===== src/logic/prt_pkg.sv =====
// Constants shared by the port read-back and self-test block.
package prt_pkg;

  // ----------------------------------------------------------------
  // Register byte offsets
  // ----------------------------------------------------------------
  localparam logic [7:0] PRT_OFS_RXSEL = 8'h00;
  localparam logic [7:0] PRT_OFS_KEY = 8'h04;
  localparam logic [7:0] PRT_OFS_BITOP = 8'h08;
  localparam logic [7:0] PRT_OFS_WAKEEN = 8'h0c;
  localparam logic [7:0] PRT_OFS_IRQST = 8'h10;
  localparam logic [7:0] PRT_OFS_IRQMSK = 8'h14;
  localparam logic [7:0] PRT_OFS_ADCCH = 8'h18;
  localparam logic [7:0] PRT_OFS_ANSEL = 8'h1c;
  localparam logic [7:0] PRT_OFS_PORT = 8'h20;
  localparam int unsigned PRT_PORT_STRIDE_LSB = 4;
  localparam logic [1:0] PRT_SUB_DATA = 2'h0;
  localparam logic [1:0] PRT_SUB_DIR = 2'h1;
  localparam logic [1:0] PRT_SUB_VIEW = 2'h2;

  // ----------------------------------------------------------------
  // Field layouts and values
  // ----------------------------------------------------------------
  localparam int unsigned PRT_RXSEL_W = 3;
  localparam logic [7:0] PRT_KEY_PATTERN = 8'hca;
  localparam int unsigned PRT_BITOP_BIT_LSB = 0;
  localparam int unsigned PRT_BITOP_SET_POS = 3;
  localparam int unsigned PRT_BITOP_DIR_POS = 4;
  localparam int unsigned PRT_BITOP_PORT_LSB = 5;
  localparam int unsigned PRT_IRQ_W = 2;
  localparam int unsigned PRT_IRQ_WAKE = 0;
  localparam int unsigned PRT_IRQ_RB = 1;

  // ----------------------------------------------------------------
  // Reset values and bus answers
  // ----------------------------------------------------------------
  localparam logic [2:0] PRT_RXSEL_RST = 3'h0;
  localparam logic [7:0] PRT_KEY_RST = 8'h00;
  localparam logic [7:0] PRT_PORT_RST = 8'hff;
  localparam logic [1:0] PRT_RESP_OKAY = 2'h0;
  localparam logic [1:0] PRT_RESP_SLVERR = 2'h2;

endpackage : prt_pkg


===== src/logic/prt_port_readback.sv =====
// Port read-back self-test, receive pin routing, port registers and wake-up.
//
// How it works
// - Three bits route each receive input pin.
// - Upper five selection bits read as zero.
// - Writing key 0xca enables read-back mode.
// - Key register eight bits, RW, resets zero.
// - Read-back off: pins keep their chosen function.
// - Off: input bits read pin, outputs latch.
// - On: port read returns actual pin levels.
// - Off: analog path only when function selected.
// - On: selected analog channel path forced on.
// - Reset sets data and direction to ones.
// - New outputs drive high unless data written.
// - Bit set/clear reads port, modifies, writes.
// - Port A falling edge wakes from sleep.
//
// Added by the designer: the register addresses and the AXI4-Lite register port.
`timescale 1ns/10ps
`default_nettype none
module prt_port_readback
  import prt_pkg::*;
#(
  parameter int unsigned NPORT = 2,
  parameter int unsigned ADDR_W = 8,
  parameter int unsigned AN_W = 16,
  parameter int unsigned ANCH_W = 4
) (
  input wire logic aclk,
  input wire logic aresetn,
  input wire logic [ADDR_W-1:0] s_axi_awaddr,
  input wire logic s_axi_awvalid,
  output logic s_axi_awready,
  input wire logic [31:0] s_axi_wdata,
  input wire logic [3:0] s_axi_wstrb,
  input wire logic s_axi_wvalid,
  output logic s_axi_wready,
  output logic [1:0] s_axi_bresp,
  output logic s_axi_bvalid,
  input wire logic s_axi_bready,
  input wire logic [ADDR_W-1:0] s_axi_araddr,
  input wire logic s_axi_arvalid,
  output logic s_axi_arready,
  output logic [31:0] s_axi_rdata,
  output logic [1:0] s_axi_rresp,
  output logic s_axi_rvalid,
  input wire logic s_axi_rready,
  input wire logic [NPORT*8-1:0] port_pin_in,
  output logic [NPORT*8-1:0] port_pin_out,
  output logic [NPORT*8-1:0] port_pin_oe_n,
  input wire logic [PRT_RXSEL_W-1:0] rx_first_pin_in,
  input wire logic [PRT_RXSEL_W-1:0] rx_second_pin_in,
  output logic [PRT_RXSEL_W-1:0] serial_rx_out,
  input wire logic sleep_mode,
  output logic wake_req,
  output logic readback_enable_internal,
  output logic [AN_W-1:0] adc_path_on,
  output logic irq
);

  localparam int unsigned PW = (NPORT > 1) ? $clog2(NPORT) : 1;

  // ----------------------------------------------------------------
  // Helpers
  // ----------------------------------------------------------------
  function automatic logic [7:0] prt_view(input logic rb, input logic [7:0] pin,
                                          input logic [7:0] dir, input logic [7:0] dat);
    if (rb) begin
      return pin;
    end
    return (pin & dir) | (dat & ~dir);
  endfunction : prt_view

  function automatic logic prt_hit(input logic [ADDR_W-1:0] a);
    logic [ADDR_W-1:0] off;
    off = a - ADDR_W'(PRT_OFS_PORT);
    return (a >= ADDR_W'(PRT_OFS_PORT)) && (32'(off >> PRT_PORT_STRIDE_LSB) < NPORT);
  endfunction : prt_hit

  function automatic logic [PW-1:0] prt_idx(input logic [ADDR_W-1:0] a);
    logic [ADDR_W-1:0] off;
    off = a - ADDR_W'(PRT_OFS_PORT);
    return off[PRT_PORT_STRIDE_LSB +: PW];
  endfunction : prt_idx

  // ----------------------------------------------------------------
  // Input synchronisers
  // ----------------------------------------------------------------
  logic [NPORT*8-1:0] pin_s1_reg;
  logic [NPORT*8-1:0] pin_s2_reg;
  logic [PRT_RXSEL_W-1:0] rxa_s1_reg;
  logic [PRT_RXSEL_W-1:0] rxa_s2_reg;
  logic [PRT_RXSEL_W-1:0] rxb_s1_reg;
  logic [PRT_RXSEL_W-1:0] rxb_s2_reg;

  always_ff @(posedge aclk) begin
    pin_s1_reg <= port_pin_in;
    pin_s2_reg <= pin_s1_reg;
    rxa_s1_reg <= rx_first_pin_in;
    rxa_s2_reg <= rxa_s1_reg;
    rxb_s1_reg <= rx_second_pin_in;
    rxb_s2_reg <= rxb_s1_reg;
  end

  // ----------------------------------------------------------------
  // AXI4-Lite write channel
  // ----------------------------------------------------------------
  logic aw_full_reg;
  logic w_full_reg;
  logic [ADDR_W-1:0] waddr_reg;
  logic [31:0] wdata_reg;
  logic [3:0] wstrb_reg;
  logic bvalid_reg;
  logic [1:0] bresp_reg;
  logic wr_do;
  logic wr_ok;

  assign wr_do = aw_full_reg && w_full_reg && !bvalid_reg;

  always_ff @(posedge aclk) begin
    if (!aresetn) begin
      aw_full_reg <= 1'b0;
      waddr_reg <= '0;
    end else if (s_axi_awvalid && !aw_full_reg) begin
      aw_full_reg <= 1'b1;
      waddr_reg <= s_axi_awaddr;
    end else if (wr_do) begin
      aw_full_reg <= 1'b0;
    end
  end

  always_ff @(posedge aclk) begin
    if (!aresetn) begin
      w_full_reg <= 1'b0;
      wdata_reg <= '0;
      wstrb_reg <= '0;
    end else if (s_axi_wvalid && !w_full_reg) begin
      w_full_reg <= 1'b1;
      wdata_reg <= s_axi_wdata;
      wstrb_reg <= s_axi_wstrb;
    end else if (wr_do) begin
      w_full_reg <= 1'b0;
    end
  end

  always_comb begin
    unique case (waddr_reg)
      ADDR_W'(PRT_OFS_RXSEL), ADDR_W'(PRT_OFS_KEY), ADDR_W'(PRT_OFS_BITOP),
      ADDR_W'(PRT_OFS_WAKEEN), ADDR_W'(PRT_OFS_IRQST), ADDR_W'(PRT_OFS_IRQMSK),
      ADDR_W'(PRT_OFS_ADCCH), ADDR_W'(PRT_OFS_ANSEL): wr_ok = 1'b1;
      default: wr_ok = prt_hit(waddr_reg) && (waddr_reg[3:2] != PRT_SUB_VIEW)
                       && (waddr_reg[3:2] <= PRT_SUB_VIEW);
    endcase
  end

  always_ff @(posedge aclk) begin
    if (!aresetn) begin
      bvalid_reg <= 1'b0;
      bresp_reg <= PRT_RESP_OKAY;
    end else if (wr_do) begin
      bvalid_reg <= 1'b1;
      bresp_reg <= wr_ok ? PRT_RESP_OKAY : PRT_RESP_SLVERR;
    end else if (s_axi_bready) begin
      bvalid_reg <= 1'b0;
    end
  end

  assign s_axi_awready = !aw_full_reg;
  assign s_axi_wready = !w_full_reg;
  assign s_axi_bvalid = bvalid_reg;
  assign s_axi_bresp = bresp_reg;

  logic wr_b0;
  logic wr_b1;
  assign wr_b0 = wr_do && wstrb_reg[0];
  assign wr_b1 = wr_do && wstrb_reg[1];

  // ----------------------------------------------------------------
  // Selection, key and configuration registers
  // ----------------------------------------------------------------
  logic [PRT_RXSEL_W-1:0] rxsel_reg;
  logic [7:0] key_reg;
  logic rb_en_reg;
  logic [7:0] wake_en_reg;
  logic [ANCH_W-1:0] adc_ch_reg;
  logic [AN_W-1:0] ansel_reg;
  logic key_match;

  assign key_match = (wdata_reg[7:0] == PRT_KEY_PATTERN);

  always_ff @(posedge aclk) begin
    if (!aresetn) begin
      rxsel_reg <= PRT_RXSEL_RST;
    end else if (wr_b0 && waddr_reg == ADDR_W'(PRT_OFS_RXSEL)) begin
      rxsel_reg <= wdata_reg[PRT_RXSEL_W-1:0];
    end
  end

  always_ff @(posedge aclk) begin
    if (!aresetn) begin
      key_reg <= PRT_KEY_RST;
      rb_en_reg <= 1'b0;
    end else if (wr_b0 && waddr_reg == ADDR_W'(PRT_OFS_KEY)) begin
      key_reg <= wdata_reg[7:0];
      rb_en_reg <= key_match;
    end
  end

  always_ff @(posedge aclk) begin
    if (!aresetn) begin
      wake_en_reg <= '0;
      adc_ch_reg <= '0;
      ansel_reg <= '0;
    end else begin
      if (wr_b0 && waddr_reg == ADDR_W'(PRT_OFS_WAKEEN)) begin
        wake_en_reg <= wdata_reg[7:0];
      end
      if (wr_b0 && waddr_reg == ADDR_W'(PRT_OFS_ADCCH)) begin
        adc_ch_reg <= wdata_reg[ANCH_W-1:0];
      end
      if (waddr_reg == ADDR_W'(PRT_OFS_ANSEL)) begin
        for (int b = 0; b < AN_W; b++) begin
          if ((b < 8) ? wr_b0 : wr_b1) begin
            ansel_reg[b] <= wdata_reg[b];
          end
        end
      end
    end
  end

  // ----------------------------------------------------------------
  // Port data and direction registers
  // ----------------------------------------------------------------
  logic [7:0] dat_reg [NPORT];
  logic [7:0] dir_reg [NPORT];
  logic [7:0] pin_v [NPORT];
  logic bop_do;
  logic [PW-1:0] bop_port;
  logic [2:0] bop_bit;

  always_comb begin
    for (int p = 0; p < NPORT; p++) begin
      pin_v[p] = pin_s2_reg[p*8 +: 8];
    end
  end

  assign bop_do = wr_b0 && waddr_reg == ADDR_W'(PRT_OFS_BITOP);
  assign bop_port = wdata_reg[PRT_BITOP_PORT_LSB +: PW];
  assign bop_bit = wdata_reg[PRT_BITOP_BIT_LSB +: 3];

  // Read, modify, write: the data byte taken back is the port view, so
  // input bits pick up their current pin level into the latch.
  always_ff @(posedge aclk) begin
    if (!aresetn) begin
      for (int p = 0; p < NPORT; p++) begin
        dat_reg[p] <= PRT_PORT_RST;
        dir_reg[p] <= PRT_PORT_RST;
      end
    end else begin
      for (int p = 0; p < NPORT; p++) begin
        logic [7:0] v;
        v = wdata_reg[PRT_BITOP_DIR_POS] ? dir_reg[p] : prt_view(rb_en_reg, pin_v[p], dir_reg[p], dat_reg[p]);
        v[bop_bit] = wdata_reg[PRT_BITOP_SET_POS];
        if (wr_b0 && prt_hit(waddr_reg) && prt_idx(waddr_reg) == PW'(p)) begin
          if (waddr_reg[3:2] == PRT_SUB_DATA) begin
            dat_reg[p] <= wdata_reg[7:0];
          end
          if (waddr_reg[3:2] == PRT_SUB_DIR) begin
            dir_reg[p] <= wdata_reg[7:0];
          end
        end else if (bop_do && 32'(bop_port) < NPORT && bop_port == PW'(p)) begin
          if (wdata_reg[PRT_BITOP_DIR_POS]) begin
            dir_reg[p] <= v;
          end else begin
            dat_reg[p] <= v;
          end
        end
      end
    end
  end

  // ----------------------------------------------------------------
  // Pin drive, receive routing and analog paths
  // ----------------------------------------------------------------
  // The pins carry only the chosen function; read-back never drives them.
  always_ff @(posedge aclk) begin
    if (!aresetn) begin
      port_pin_out <= {NPORT{PRT_PORT_RST}};
      port_pin_oe_n <= {NPORT{PRT_PORT_RST}};
    end else begin
      for (int p = 0; p < NPORT; p++) begin
        port_pin_out[p*8 +: 8] <= dat_reg[p];
        port_pin_oe_n[p*8 +: 8] <= dir_reg[p];
      end
    end
  end

  always_ff @(posedge aclk) begin
    if (!aresetn) begin
      serial_rx_out <= '0;
      adc_path_on <= '0;
      readback_enable_internal <= 1'b0;
    end else begin
      for (int i = 0; i < PRT_RXSEL_W; i++) begin
        serial_rx_out[i] <= rxsel_reg[i] ? rxb_s2_reg[i] : rxa_s2_reg[i];
      end
      for (int c = 0; c < AN_W; c++) begin
        adc_path_on[c] <= (32'(adc_ch_reg) == c) && (ansel_reg[c] || rb_en_reg);
      end
      readback_enable_internal <= rb_en_reg;
    end
  end

  // ----------------------------------------------------------------
  // Wake-up and interrupts
  // ----------------------------------------------------------------
  logic [7:0] pa_prev_reg;
  logic wake_ev;
  logic [PRT_IRQ_W-1:0] irq_ev;
  logic [PRT_IRQ_W-1:0] irq_st_reg;
  logic [PRT_IRQ_W-1:0] irq_msk_reg;
  logic [PRT_IRQ_W-1:0] irq_clr;

  assign wake_ev = sleep_mode && |(pa_prev_reg & ~pin_v[0] & wake_en_reg);
  assign irq_ev[PRT_IRQ_WAKE] = wake_ev;
  assign irq_ev[PRT_IRQ_RB] = wr_b0 && waddr_reg == ADDR_W'(PRT_OFS_KEY) && key_match && !rb_en_reg;
  assign irq_clr = (wr_b0 && waddr_reg == ADDR_W'(PRT_OFS_IRQST)) ? wdata_reg[PRT_IRQ_W-1:0] : '0;

  always_ff @(posedge aclk) begin
    if (!aresetn) begin
      pa_prev_reg <= PRT_PORT_RST;
      wake_req <= 1'b0;
    end else begin
      pa_prev_reg <= pin_v[0];
      if (!sleep_mode) begin
        wake_req <= 1'b0;
      end else if (wake_ev) begin
        wake_req <= 1'b1;
      end
    end
  end

  // A new event outranks a clear written in the same cycle.
  always_ff @(posedge aclk) begin
    if (!aresetn) begin
      irq_st_reg <= '0;
      irq_msk_reg <= '0;
      irq <= 1'b0;
    end else begin
      irq_st_reg <= (irq_st_reg & ~irq_clr) | irq_ev;
      if (wr_b0 && waddr_reg == ADDR_W'(PRT_OFS_IRQMSK)) begin
        irq_msk_reg <= wdata_reg[PRT_IRQ_W-1:0];
      end
      irq <= |(irq_st_reg & irq_msk_reg);
    end
  end

  // ----------------------------------------------------------------
  // AXI4-Lite read channel
  // ----------------------------------------------------------------
  logic [31:0] rd_mux;
  logic rd_ok;
  logic [PW-1:0] rp;

  assign rp = prt_idx(s_axi_araddr);

  always_comb begin
    rd_mux = '0;
    rd_ok = 1'b1;
    unique case (s_axi_araddr)
      ADDR_W'(PRT_OFS_RXSEL): rd_mux = 32'(rxsel_reg);
      ADDR_W'(PRT_OFS_KEY): rd_mux = 32'(key_reg);
      ADDR_W'(PRT_OFS_BITOP): rd_mux = '0;
      ADDR_W'(PRT_OFS_WAKEEN): rd_mux = 32'(wake_en_reg);
      ADDR_W'(PRT_OFS_IRQST): rd_mux = 32'(irq_st_reg);
      ADDR_W'(PRT_OFS_IRQMSK): rd_mux = 32'(irq_msk_reg);
      ADDR_W'(PRT_OFS_ADCCH): rd_mux = 32'(adc_ch_reg);
      ADDR_W'(PRT_OFS_ANSEL): rd_mux = 32'(ansel_reg);
      default: begin
        if (prt_hit(s_axi_araddr) && s_axi_araddr[3:2] == PRT_SUB_DATA) begin
          rd_mux = 32'(dat_reg[rp]);
        end else if (prt_hit(s_axi_araddr) && s_axi_araddr[3:2] == PRT_SUB_DIR) begin
          rd_mux = 32'(dir_reg[rp]);
        end else if (prt_hit(s_axi_araddr) && s_axi_araddr[3:2] == PRT_SUB_VIEW) begin
          rd_mux = 32'(prt_view(rb_en_reg, pin_v[rp], dir_reg[rp], dat_reg[rp]));
        end else begin
          rd_ok = 1'b0;
        end
      end
    endcase
  end

  always_ff @(posedge aclk) begin
    if (!aresetn) begin
      s_axi_rvalid <= 1'b0;
      s_axi_rdata <= '0;
      s_axi_rresp <= PRT_RESP_OKAY;
    end else if (s_axi_arvalid && !s_axi_rvalid) begin
      s_axi_rvalid <= 1'b1;
      s_axi_rdata <= rd_mux;
      s_axi_rresp <= rd_ok ? PRT_RESP_OKAY : PRT_RESP_SLVERR;
    end else if (s_axi_rready) begin
      s_axi_rvalid <= 1'b0;
    end
  end

  assign s_axi_arready = !s_axi_rvalid;

endmodule : prt_port_readback
`default_nettype wire


===== config.mk =====
export PLATFORM = sky130hd
export DESIGN_NAME = prt_port_readback
export DESIGN_NICKNAME = d
export VERILOG_FILES = /design/src/logic/prt_pkg.sv /design/src/logic/prt_port_readback.sv
export SDC_FILE = /design/constraint.sdc
export NUM_CORES = 1
export LEC_CHECK = 0
export ABC_AREA = 1
export BUFFER_PORTS_ARGS = -buffer_cell sky130_fd_sc_hd__buf_2
export CAP_MARGIN = 20
export CORE_ASPECT_RATIO = 1.4
export CORE_MARGIN = 3
export CORE_UTILIZATION = 25
export DETAILED_ROUTE_END_ITERATION = 12
export PLACE_DENSITY_LB_ADDON = 0.3
export SYNTH_ARGS = -nofsm -noshare
export SYNTH_HDL_FRONTEND = slang
export SYNTH_SLANG_ARGS = --single-unit

===== constraint.sdc =====
create_clock -name aclk -period 2.2 [get_ports aclk]
set_input_delay 0.11 -clock aclk [delete_from_list [all_inputs] [get_ports aclk]]
set_output_delay 0.11 -clock aclk [all_outputs]
set_load 0.1 [all_outputs]

==> impl_results.md <==
- Max-Cap Viols: 0
- Hold WS: 0.0492 ns
- CORE AREA: 37000 µm²
- Drt first pass iters: 7
- Mean area per synthesized cell: 7.78 µm²
- Post-synthesis sequential area ratio: 52.1%
- First-pass GRT wire length: 49400 µm
- Die Y: 236 µm
- Setup violators final: 0
- Clk_skew: 0.0193 ns
- Die width: 170 µm
- TritonCTS clock tree: yes
- Port Buf Inserts: 140
- Number of synthesized flops with an enable pin: 32
- Initial Utilization: 25.6%
- Gpl congestion: 0.908
- R2r startpoint: waddr_reg[5]
- Final worst path period share: 86.7%
- Share of cells above drive strength 1: 17.3%
- Synth cell types: 35
- Post-DRT Antenna Nets: 0
- # rows: 83
- Vias/cell: 4.55
- Antenna Diode Count: 0
- Slew @ Worst Pin: 0.545 ns
- Arr. time, crit path: 2.16 ns
- CTS Buffer Depth: 3
- Synth Instances: 1214
- CTS Buf Count: 26
- Drt wl/cell: 16.9 µm
- DRC viols: 0
- Status: complete, no violations
- Ports: 177
- TNS Setup: 0 ns
- Leak Pwr: 5.20 nW
- Root buf cell: clkbuf_16
- Vias in the first global route: 8792
- Clk Latency, worst-skew pair: 0.55 ns
- Clk sinks: 230
- Initial antenna violation count: 2
- Yosys warning total: 0
- Setup crit start kind: flop
- Total GRT Usage: 15.8%
- Hold Fails Final Rpt: 0
- Ys flop type: dfxtp_1
- Final Critical Period: 1.91 ns
- DRT iter0 DRCs: 615
- Slew HR: 63.7%
- Final HPWL DP: 24300 µm
- Crit end category: flop
- Commonest non-fill, non-tap cell in the layout: nand2_1
- RSZ-0062 raised after global routing: false
- Die area: 40200 µm²
- Power density over cell area: 830 nW/µm²
- Final wirelength: 32300 µm
- CP Launch Point: waddr_reg[5]
- CTS clock-pin slew for the worst setup and hold paths: 0.06 ns
- Layout Nets: 1509
- Count of final max-slew check failures: 0
- Synthesized flop and latch total: 230
- Commonest cells after routing, fill and taps aside: 227 x nand2_1, 196 x dfxtp_1, 178 x nor2_1
- Crit path required time: 2.46 ns
- Via count: 8681
- Max Clock Freq: 0.524 GHz
- Final cell count without fillers: 1910
- H-Tree Depth: 1
- Max FO, Critical Path: 8
- Pin count of the biggest net entering global routing: 41
- Asr flop ratio synth: 0%
- CP Class: flop to flop
- Worst vdd ir: 0.633 mV
- Synthesized area: 9450 µm²
- Placed Cells: 1809
- HP Class: input pin to flop
- Area Growth Syn to Fin: 29.7%
- Hold Crit Start: s_axi_arvalid
- Gr ovfl total: 0
==> final timing paths <==
kind / end / slack (ns) / depth (start not counted)
hold reg to reg: pin_s2_reg[11] / 0.32 / 0
setup / recovery: dat_reg[0][2] / 0.29 / 9
hold / removal: s_axi_rdata[11] / 0.05 / 5
setup reg to reg: dat_reg[0][2] / 0.29 / 9
==> cell families (layout without fill, tap and decap cells) <==
family	Yosys count	in the layout	share of synthesized area [%]
AO/OA/AOI/OAI	221	221	12.4
adder cells (fa/ha/maj)	2	2	0.265
buffers and inverters	187	399	8.58
flip-flops	230	230	52.1
other	1	18	0.0397
AND/OR/NAND/NOR	573	573	26.6
==> power by group <==
part           switching, mW  internal [mW]
sequential            0.0700           4.37
clock                   1.83           2.80
combinational          0.804          0.289
total                   2.70           7.46
==> Yosys cell counts (all sizes together), types with 5 or more instances <==
library cell | count | area (µm²)
nor3 | 29 | 155
clkinv | 5 | 18.8
inv | 115 | 432
or2 | 8 | 50.1
nand4 | 19 | 164
buf | 37 | 248
nand3 | 101 | 531
clkbuf | 30 | 113
nand2 | 228 | 858
dfxtp | 198 | 3960
a211oi | 23 | 173
a21oi | 79 | 395
edfxtp | 32 | 961
o21ai | 114 | 571
nor2 | 184 | 718
==> per-stage QoR <==
| stage | worst slack, ns | utilization (%) | instance area [µm²] | power [mW] |
|---|---|---|---|---|
| 6_report | 0.292 | 33.1 | 12200 | 10.2 |
| 2_1_floorplan | 0.144 | - | 9510 | 5.25 |
| 3_5_place_dp | 0.125 | 29.1 | 10800 | 5.55 |
| 3_3_place_gp | 0.194 | 29.1 | 10800 | 5.55 |
| 4_1_cts | 0.119 | 33.0 | 12200 | 10.3 |
| 5_1_grt | 0.0742 | 33.1 | 12200 | 10.6 |
==> timing repair <==
item / 4_1_cts / 5_1_grt
hold endpoints to repair: 66 / 0
gates resized for setup: 0 / 3
endpoints found under the setup margin: 0 / 25
buffers inserted: 0 / 1
hold buffers: 54 / 0
==> final cells by class <==
class	instances	area, µm²
Multi-Input combinational cell	814	3790
Inverter	120	450
Tap cell	467	584
Clock inverter	13	154
Fill cell	3919	24700
Clock buffer	33	761
Timing Repair Buffer	233	1580
Sequential cell	230	4930
==> per-layer routing <==
metal	part of all wire [%]	wire (µm)	GRT usage, %	up-vias
met5	0.040	13	0	-
met4	5.0	1630	7.63	2
met3	5.0	1610	2.38	72
met2	51	16500	28.8	266
met1	39	12600	17.7	3983
li1	-	-	-	4358
==> critical path, cell delays in order (launching register included) <==
cell     delay (ns)
dfxtp_1        0.35
inv_1          0.08
ha_1           0.28
nand2_1        0.05
inv_1          0.05
nand2_1        0.05
nor2_2         0.17
nand4_1        0.19
nand3_1        0.24
buf_12         0.16
Power figures use the tool's default switching activity.
